===== src/iosr_consts.svh =====
// constants for the instrument operation status registers
// Notes on behaviour
// - top condition register shows operations running right now.
// - top event register records operations since last read; read clears it.
// - top bit 0 high while any channel calibrates.
// - top bit 4 high while any channel measures.
// - top bit 5 high while any channel awaits a trigger.
// - top bit 10 high while any channel initializes.
// - top bit 11 high when a result is below its lower limit.
// - top bit 12 high when a result is above its upper limit.
// - bit 15 never used; top bits 1-3, 6-9, 13-14 unassigned.
// - calibrating bits 1-4 follow channels A-D; others unused.
// - calibrating events record start and/or end as edge selects choose.
// - measuring bits 1-4 follow channels A-D; others unused.
// - measuring events record start and/or completion as edge selects choose.
// - trigger-wait bits 1-4 follow channels A-D awaiting a trigger.
// - trigger-wait events record entry and/or exit as edge selects choose.
// - initializing bits 1-4 follow channels A-D; others unused.
// - initializing events record start and/or completion as edge selects choose.
// - channel initializes at power-up, on attach, and on reset or preset.
// - event bit sets on condition edges its edge selects enable; top bits 0, 4, 5, 10 also set on any new event of their sub-register.
`ifndef IOSR_CONSTS_SVH
`define IOSR_CONSTS_SVH

`define IOSR_W         16
`define IOSR_CH        4
`define IOSR_NUNIT     5
`define IOSR_U_TOP     3'h0
`define IOSR_U_CAL     3'h1
`define IOSR_U_MEAS    3'h2
`define IOSR_U_TRIG    3'h3
`define IOSR_U_INIT    3'h4
`define IOSR_B_CAL     0
`define IOSR_B_MEAS    4
`define IOSR_B_TRIG    5
`define IOSR_B_INIT    10
`define IOSR_B_LLIM    11
`define IOSR_B_ULIM    12
`define IOSR_SUB_LSB   1
`define IOSR_SUB_MASK  16'h001e
`define IOSR_TOP_MASK  16'h1c31
`define IOSR_RISE_RST  16'h7fff
`define IOSR_FALL_RST  16'h0000
// query/config address: [4] edge-select space, [3:1] unit, [0] event / falling
`define IOSR_A_TRANS   4
`define IOSR_AW        5

`endif


===== src/iosr_pkg.sv =====
// types for the instrument operation status registers
package iosr_pkg;
	typedef struct packed {
		logic [3:0] calibrating;
		logic [3:0] measuring;
		logic [3:0] awaiting_trigger_state;
	} iosr_chan_t;

	typedef struct packed {
		logic       valid;
		logic [4:0] addr;
	} iosr_query_t;

	typedef struct packed {
		logic        valid;
		logic [4:0]  addr;
		logic [15:0] data;
	} iosr_cfg_t;
endpackage


===== src/iosr_status_unit.sv =====
// one status register: condition, edge selects, read-clear event part
`timescale 1ns/1ps
`include "iosr_consts.svh"
module iosr_status_unit #(
	parameter logic [15:0] MASK = `IOSR_SUB_MASK
) (
	// clock and reset
	input  wire logic        clk,
	input  wire logic        reset,
	// live state in
	input  wire logic [15:0] cond_in,
	input  wire logic [15:0] set_in,
	// edge selects
	input  wire logic [15:0] rising_edge_select,
	input  wire logic [15:0] falling_edge_select,
	// read side
	input  wire logic        clear,
	output logic      [15:0] cond,
	output logic      [15:0] event_bits,
	output logic      [15:0] new_set
);
	logic [15:0] live;

	assign live = cond_in & MASK;
	// selected edges and set_in reach the event part
	assign new_set = ((live & ~cond & rising_edge_select) |
		(~live & cond & falling_edge_select) | set_in) & MASK;

	always_ff @(posedge clk) begin
		if (reset) begin
			cond <= 16'h0000;
		end else begin
			cond <= live;
		end
	end

	// set wins over the read clear so a coincident edge is not lost
	always_ff @(posedge clk) begin
		if (reset) begin
			event_bits <= 16'h0000;
		end else begin
			event_bits <= (clear ? 16'h0000 : event_bits) | new_set;
		end
	end
endmodule


===== src/iosr_top.sv =====
// operation status register bank: top register and four per-channel sub-registers
`timescale 1ns/1ps
`include "iosr_consts.svh"
module iosr_top (
	// clock and reset
	input  wire logic                 clk,
	input  wire logic                 reset,
	// channel activity from the measuring engine
	input  wire iosr_pkg::iosr_chan_t chan,
	// sensor attach pins and initialization control
	input  wire logic [3:0]           sensor_present,
	input  wire logic                 preset_cmd,
	input  wire logic [3:0]           init_done,
	// limit-fail summaries
	input  wire logic                 lower_limit_fail,
	input  wire logic                 upper_limit_fail,
	// status query port
	input  wire iosr_pkg::iosr_query_t query,
	output logic                      query_ack,
	output logic [15:0]               query_data,
	// edge select configuration
	input  wire iosr_pkg::iosr_cfg_t  cfg
);
	logic [3:0]  pres_meta;
	logic [3:0]  pres_sync;
	logic [3:0]  pres_prev;
	logic [3:0]  init_flag;
	logic [3:0]  initializing;
	logic [15:0] unit_cond_in [`IOSR_NUNIT];
	logic [15:0] unit_set_in  [`IOSR_NUNIT];
	logic [15:0] unit_cond    [`IOSR_NUNIT];
	logic [15:0] unit_event   [`IOSR_NUNIT];
	logic [15:0] unit_new     [`IOSR_NUNIT];
	logic [15:0] rise_sel     [`IOSR_NUNIT];
	logic [15:0] fall_sel     [`IOSR_NUNIT];
	logic [`IOSR_NUNIT-1:0] unit_clear;
	logic [2:0]  q_unit;
	logic [2:0]  c_unit;
	logic [15:0] next_query_data;

	assign q_unit = query.addr[3:1];
	assign c_unit = cfg.addr[3:1];

	// attach pins come from outside the clock domain
	always_ff @(posedge clk) begin
		if (reset) begin
			pres_meta <= 4'h0;
			pres_sync <= 4'h0;
			pres_prev <= 4'h0;
		end else begin
			pres_meta <= sensor_present;
			pres_sync <= pres_meta;
			pres_prev <= pres_sync;
		end
	end

	// per-channel initializing state
	genvar c;
	generate
		for (c = 0; c < `IOSR_CH; c++) begin : g_init
			always_ff @(posedge clk) begin
				if (reset) begin
					init_flag[c] <= 1'b1;
				end else if (preset_cmd || (pres_sync[c] && !pres_prev[c])) begin
					init_flag[c] <= 1'b1;
				end else if (init_done[c]) begin
					init_flag[c] <= 1'b0;
				end
			end
			// an absent sensor cannot be initializing
			assign initializing[c] = init_flag[c] & pres_sync[c];
		end
	endgenerate

	// condition inputs of every unit
	always_comb begin
		unit_cond_in[`IOSR_U_CAL]  = {11'h000, chan.calibrating, 1'b0};
		unit_cond_in[`IOSR_U_MEAS] = {11'h000, chan.measuring, 1'b0};
		unit_cond_in[`IOSR_U_TRIG] = {11'h000, chan.awaiting_trigger_state, 1'b0};
		unit_cond_in[`IOSR_U_INIT] = {11'h000, initializing, 1'b0};
		unit_cond_in[`IOSR_U_TOP]  = 16'h0000;
		unit_cond_in[`IOSR_U_TOP][`IOSR_B_CAL]  = |chan.calibrating;
		unit_cond_in[`IOSR_U_TOP][`IOSR_B_MEAS] = |chan.measuring;
		unit_cond_in[`IOSR_U_TOP][`IOSR_B_TRIG] = |chan.awaiting_trigger_state;
		unit_cond_in[`IOSR_U_TOP][`IOSR_B_INIT] = |initializing;
		unit_cond_in[`IOSR_U_TOP][`IOSR_B_LLIM] = lower_limit_fail;
		unit_cond_in[`IOSR_U_TOP][`IOSR_B_ULIM] = upper_limit_fail;
	end

	// summary events: a new sub-register event latches its top bit too
	always_comb begin
		unit_set_in[`IOSR_U_CAL]  = 16'h0000;
		unit_set_in[`IOSR_U_MEAS] = 16'h0000;
		unit_set_in[`IOSR_U_TRIG] = 16'h0000;
		unit_set_in[`IOSR_U_INIT] = 16'h0000;
		unit_set_in[`IOSR_U_TOP]  = 16'h0000;
		unit_set_in[`IOSR_U_TOP][`IOSR_B_CAL]  = |unit_new[`IOSR_U_CAL];
		unit_set_in[`IOSR_U_TOP][`IOSR_B_MEAS] = |unit_new[`IOSR_U_MEAS];
		unit_set_in[`IOSR_U_TOP][`IOSR_B_TRIG] = |unit_new[`IOSR_U_TRIG];
		unit_set_in[`IOSR_U_TOP][`IOSR_B_INIT] = |unit_new[`IOSR_U_INIT];
	end

	// status units, edge selects and read clears
	genvar u;
	generate
		for (u = 0; u < `IOSR_NUNIT; u++) begin : g_unit
			localparam logic [15:0] UMASK = (u == 0) ? `IOSR_TOP_MASK : `IOSR_SUB_MASK;

			always_ff @(posedge clk) begin
				if (reset) begin
					rise_sel[u] <= `IOSR_RISE_RST;
					fall_sel[u] <= `IOSR_FALL_RST;
				end else if (cfg.valid && cfg.addr[`IOSR_A_TRANS] && c_unit == 3'(u)) begin
					if (cfg.addr[0]) begin
						fall_sel[u] <= cfg.data & UMASK;
					end else begin
						rise_sel[u] <= cfg.data & UMASK;
					end
				end
			end

			// reading the event part empties it
			assign unit_clear[u] = query.valid && !query.addr[`IOSR_A_TRANS] &&
				query.addr[0] && q_unit == 3'(u);

			iosr_status_unit #(
				.MASK(UMASK)
			) u_stat (
				.clk                (clk),
				.reset              (reset),
				.cond_in            (unit_cond_in[u]),
				.set_in             (unit_set_in[u]),
				.rising_edge_select (rise_sel[u]),
				.falling_edge_select(fall_sel[u]),
				.clear              (unit_clear[u]),
				.cond               (unit_cond[u]),
				.event_bits         (unit_event[u]),
				.new_set            (unit_new[u])
			);
		end
	endgenerate

	// query read mux; unmapped addresses answer zero
	always_comb begin
		next_query_data = 16'h0000;
		if (q_unit < 3'(`IOSR_NUNIT)) begin
			case ({query.addr[`IOSR_A_TRANS], query.addr[0]})
				2'b00:   next_query_data = unit_cond[q_unit];
				2'b01:   next_query_data = unit_event[q_unit];
				2'b10:   next_query_data = rise_sel[q_unit];
				2'b11:   next_query_data = fall_sel[q_unit];
				default: next_query_data = 16'h0000;
			endcase
		end
	end

	always_ff @(posedge clk) begin
		if (reset) begin
			query_ack  <= 1'b0;
			query_data <= 16'h0000;
		end else begin
			query_ack <= query.valid;
			if (query.valid) begin
				query_data <= next_query_data & 16'h7fff;
			end
		end
	end
endmodule


===== config.mk =====
export PLATFORM = sky130hd
export DESIGN_NAME = iosr_top
export DESIGN_NICKNAME = d
export VERILOG_FILES = /design/src/iosr_pkg.sv /design/src/iosr_status_unit.sv /design/src/iosr_top.sv
export VERILOG_INCLUDE_DIRS = /design/src /design/src/src
export SDC_FILE = /design/constraint.sdc
export NUM_CORES = 1
export LEC_CHECK = 0
export ABC_AREA = 1
export BUFFER_PORTS_ARGS = -buffer_cell sky130_fd_sc_hd__buf_2
export CORE_ASPECT_RATIO = 1.75
export CORE_MARGIN = 3
export CORE_UTILIZATION = 35
export DETAILED_ROUTE_END_ITERATION = 10
export SETUP_SLACK_MARGIN = 0.05
export SYNTH_ARGS = -nofsm -noshare
export SYNTH_HDL_FRONTEND = slang
export SYNTH_HIERARCHICAL = 1
export SYNTH_SLANG_ARGS = --single-unit

===== constraint.sdc =====
create_clock -name clk -period 1.8 [get_ports clk]
set_clock_uncertainty 0.2 [all_clocks]
set_input_delay 0.09 -clock clk [delete_from_list [all_inputs] [get_ports clk]]
set_output_delay 0.09 -clock clk [all_outputs]
set_load 0.02 [all_outputs]

# Yosys cells after proc, flatten, opt, wreduce, memory -nomap -nowiden
# Memories as Yosys holds them, arrays and structs flattened.
# Index checks and enable logic that the tools add are counted.
dict set report classes {
  bitwise_logic 56
  reduce_logical 41
  order_cmp 2
  n_eq_ne 11
  n_mux 57
}
# cell n
set op_table {}
lappend op_table {{$mux 15} 10}
lappend op_table {{$bmux 16 s3} 2}
lappend op_table {{$and 5x5->5} 16}
lappend op_table {{$mux 16} 5}
lappend op_table {{$or 16x5->16} 4}
lappend op_table {{$pmux 15 s4} 1}
lappend op_table {{$and 13x13->13} 4}
lappend op_table {{$mux 9} 5}
lappend op_table {{$not 5->5} 8}
lappend op_table {{$mux 1} 34}
lappend op_table {{$reduce_or 4->1} 8}
lappend op_table {{$not 13->13} 2}
lappend op_table {{$or 5x5->5} 4}
lappend op_table {{$logic_and 1x1->1} 17}
lappend op_table {{$or 16x13->16} 1}
lappend op_table {{$or 13x11->13} 1}
lappend op_table {{$or 13x13->13} 1}
lappend op_table {{$eq 3x2->1 const B} 4}
lappend op_table {{$or 1x1->1} 10}
lappend op_table {{$reduce_or 2->1} 4}
lappend op_table {{$eq 3x1->1 const B} 2}
lappend op_table {{$eq 3x3->1 const B} 2}
lappend op_table {{$logic_not 3->1} 2}
lappend op_table {{$logic_not 1->1} 5}
lappend op_table {{8 further kinds} 15}
dict set report totals {
  ff_bits 134
  mem_count 2
  mem_bits_rw 120
  wordCells 188
}
# name depth width rd rd_clocked_by_memory_dff write_ports line
set memory_table {}
lappend memory_table {rise_sel 5 15 6 0 5 iosr_top.sv:34} ;# logic [15:0] rise_sel [`IOSR_NUNIT];
lappend memory_table {fall_sel 5 9 6 0 5 iosr_top.sv:35} ;# logic [15:0] fall_sel [`IOSR_NUNIT];

# Logic depth before layout (Yosys ltp)
dict set report logic_depth {
  ltp_word 8
  ltp_mapped 13
  mapped_depth_nobuf 11
}

# Cells and area by module
# The synthesis kept the hierarchy.
# mod area_each_um2 seq_area_each_um2 cells_per_inst n_inst
set by_module_without_submodules {}
lappend by_module_without_submodules {iosr_top 5220.0 2102.0 819 1}
lappend by_module_without_submodules {{iosr_status_unit (g_unit[1].u_stat ...)} 644.4 160.2 90 4}
lappend by_module_without_submodules {{iosr_status_unit (g_unit[0].u_stat)} 774.5 240.2 110 1}

# Worst setup path before layout
# No wires, ideal clock.
dict set report synth_timing {
  kind {input to register}
  startpoint {input port query[0] (netlist name)}
  endpoint {register g_unit[3].u_stat.event_bits[3]}
  cell_stages 8
  required_ps 1485
  slack_ps 252
  arrival_time_ps 1233
  n_path_buf 1
  path_cell_list {inv_1 nor2_1 buf_2 nand2_1 nor3_1 nor2_1 nor2_2 nor2_1}
}
dict set report synth_between {
  elab_chain_cells 4
}
# element line
set synth_lines {}
lappend synth_lines {{from (decl)} iosr_top.sv:18} ;# input wire iosr_pkg::iosr_query_t query,
lappend synth_lines {{$logic_and 1x1->1 (2 in a row)} iosr_top.sv:123} ;# assign unit_clear[u] = query.valid && !query.addr[`IOSR_A_TRANS] &&
lappend synth_lines {{via unit_clear[3]} iosr_top.sv:36} ;# logic [`IOSR_NUNIT-1:0] unit_clear;
lappend synth_lines {{$mux 16} iosr_status_unit.sv:42} ;# event_bits <= (clear ? 16'h0000 : event_bits) | new_set;
lappend synth_lines {{$or 16x5->16} iosr_status_unit.sv:42}
lappend synth_lines {{to (signal assigned)} iosr_status_unit.sv:42}
lappend synth_lines {{to (decl)} iosr_status_unit.sv:19} ;# output logic [15:0] event_bits,
# The timed path passes the listed nets, and every way through them passes these cells.
# A chain may end at the register's enable or synchronous reset.

==> results_dict.tcl <==
set metrics [dict create \
    relSlewSlack_pct 65.3 \
    drtIter0Drc 288 \
    grt_pass1_vias 7293 \
    max_cap_violations 0 \
    fin_area_mm2 0.0101 \
    final_util_pct 43.0 \
    cp_max_fo 2 \
    worstReg2RegEnd "g_unit[0].u_stat/event_bits[5]$_SDFF_PP0_" \
    die_area_mm2 0.0260 \
    rsz0062_at_grt "true" \
    ant_nets 0 \
    clkPwrFrac_pct 44.6 \
    fill_cells 2489 \
    numCtsBuffers 17 \
    tightestPinTransition_ns 0.520 \
    place_congestion 0.889 \
    layout_commonest_cell "nand2_1" \
    crit_required_ns 1.92 \
    hp-class "in -> reg" \
    synth_area_mm2 0.00842 \
    power_leakage_nw 5.13 \
    reg2reg_slack_ns 0.11 \
    cts_buffer_depth 2 \
    syn_area_per_cell_um2 6.64 \
    mostFrequentLayoutCells "nand2_1, nor2_1, conb_1, inv_1, nand3_1" \
    dr.pass1.iters 5 \
    drive_above_1_share_pct 14.9 \
    arrival_ns 1.81 \
    p_switching_mw 2.13 \
    finalCriticalPeriod_ns 1.69 \
    top_layer "met4" \
    initial_core_util_pct 35.8 \
    post-route-worst-setup-slack_ns 0.108 \
    core_area_mm2 0.0235 \
    startpoint_type "flip-flop" \
    root_buffer "clkbuf_16" \
    vias 7453 \
    p_comb_share_pct 15.2 \
    final_cells 1749 \
    pre_cts_slack_ns 0.0442 \
    vias_per_cell 4.26 \
    slew_violations 0 \
    routed_wl_um 23400 \
    tns_ns 0 \
    wl_met3_um 528 \
    die_w_um 123 \
    place_hpwl_um 17800 \
    end_kind "flip-flop" \
    gr-total-overflow 0 \
    htree_levels 4 \
    die_y_um 211 \
    io_pins 70 \
    outcome "finished clean" \
    grt_start_max_net_pins 35 \
    worstSkewPairLatency_ns 0.43 \
    row_count 74 \
    max_freq_ghz 0.591 \
    intPower_mw 5.88 \
    io_buffers 61 \
    route.detailed.drc 0 \
    sw_frac_of_total_pct 26.5 \
    m1WireLength_um 7950 \
    r2r_start "rise_sel[3][1]$_SDFFCE_PN1P_" \
    r2r_cells 8 \
    place_area_mm2 0.00878 \
    ir_worst_vdd_mv 0.490 \
    finalHoldViolCount 0 \
    antenna_found_initial 0 \
    nets 1485 \
    cts.sinks 125 \
    p_seq_share_pct 40.1 \
    post-place-cells 1657 \
    synth_warnings 6 \
    track_usage_pct 18.6 \
    setup_viol 0 \
    hold_depth 3 \
    endpoint "g_unit[0].u_stat/event_bits[5]$_SDFF_PP0_" \
    worstSetupStartpoint "rise_sel[3][1]$_SDFFCE_PN1P_" \
    cts_tree "yes" \
    syn_inst 1269 \
    power_density_mw_per_mm2 791 \
    path_clk_slew_ns 0.05 \
    dr_wl_met2_um 13300 \
    grt_pass1_wl_um 36300 \
    crit_type "reg -> reg" \
    n_antenna_cell 0 \
    fin_crit_sh_pct 94.0 \
    area_growth_syn_to_layout_pct 20.2 \
    post_drt_wl_per_cell_um 13.4 \
]
[what timing repair did]
item                                    CTS  global route
buffers inserted                          0             5
cloned                                    0             0
pin swaps                                 0            13
resized for setup                         2            22
endpoints found under the setup margin    2            34
hold buffers                             55             0
endpoints found under the hold margin    96             0
[area by class of cell]
type | count | area (µm²) | area share, %
Inverter | 150 | 566 | 5.59
Clock buffer | 23 | 522 | 5.15
Timing Repair Buffer | 174 | 1340 | 13.2
Multi-Input combinational cell | 964 | 4230 | 41.8
Sequential cell | 125 | 2980 | 29.5
Clock inverter | 9 | 100 | 0.989
Tap cell | 304 | 380 | 3.76
[worst max-delay path, stage by stage, from the launching register on]
cell and delay (ns):
edfxtp_1 0.44, nand3_2 0.13, nand3_4 0.09, nor4_4 0.26, nand4_1 0.13, inv_1 0.09
nand3_2 0.09, nor2_1 0.10, nor2_1 0.04
[power by group through the flow]
stage	clock network [mW]	logic, mW	registers, mW
6_report	3.57	1.22	3.21
2_1_floorplan	0	0.937	3.24
5_1_grt	3.76	1.38	3.23
4_1_cts	3.64	1.17	3.21
3_5_place_dp	0	1.07	3.27
3_3_place_gp	0	1.05	3.27
[sequential cells by signal, indices dropped and copies added, names as in the netlist]
name	flops
rise_sel	27
fall_sel	22
g_unit.u_stat/cond	22
g_unit.u_stat/event_bits	22
query_data	15
init_flag	4
pres_meta	4
pres_prev	4
pres_sync	4
query_ack	1
[layer usage]
layer | up-vias | track usage [%]
met1 | 3300 | 16.7
met5 | - | 0
met2 | 141 | 36.7
met4 | 0 | 12.4
met3 | 76 | 2.95
li1 | 3936 | -
[how the worst min path moves through the flow]
stage | end | from | slack (ns)
after floorplan | g_unit[0].u_stat/cond[12]$_SDFF_PP0_ | reset | -0.04
after global placement | init_flag[2]$_SDFFE_PP1P_ | init_done[2] | 0.07
after detailed placement | init_flag[2]$_SDFFE_PP1P_ | init_done[2] | 0.08
after CTS | rise_sel[4][13]$_SDFFE_PP0P_ | cfg[17] | 0.0009
after global routing | fall_sel[2][4]$_SDFFCE_PN0P_ | cfg[4] | 0.04
final | fall_sel[2][4]$_SDFFCE_PN0P_ | cfg[4] | 0.02
[stage by stage]
step           power (mW)  hold slack, ns
6_report             8.01          0.0216
3_5_place_dp         4.34          0.0848
5_1_grt              8.36          0.0396
4_1_cts              8.02        0.000879
2_1_floorplan        4.18         -0.0376
3_3_place_gp         4.32          0.0723
Note: power is estimated with default switching activity, not from simulation.
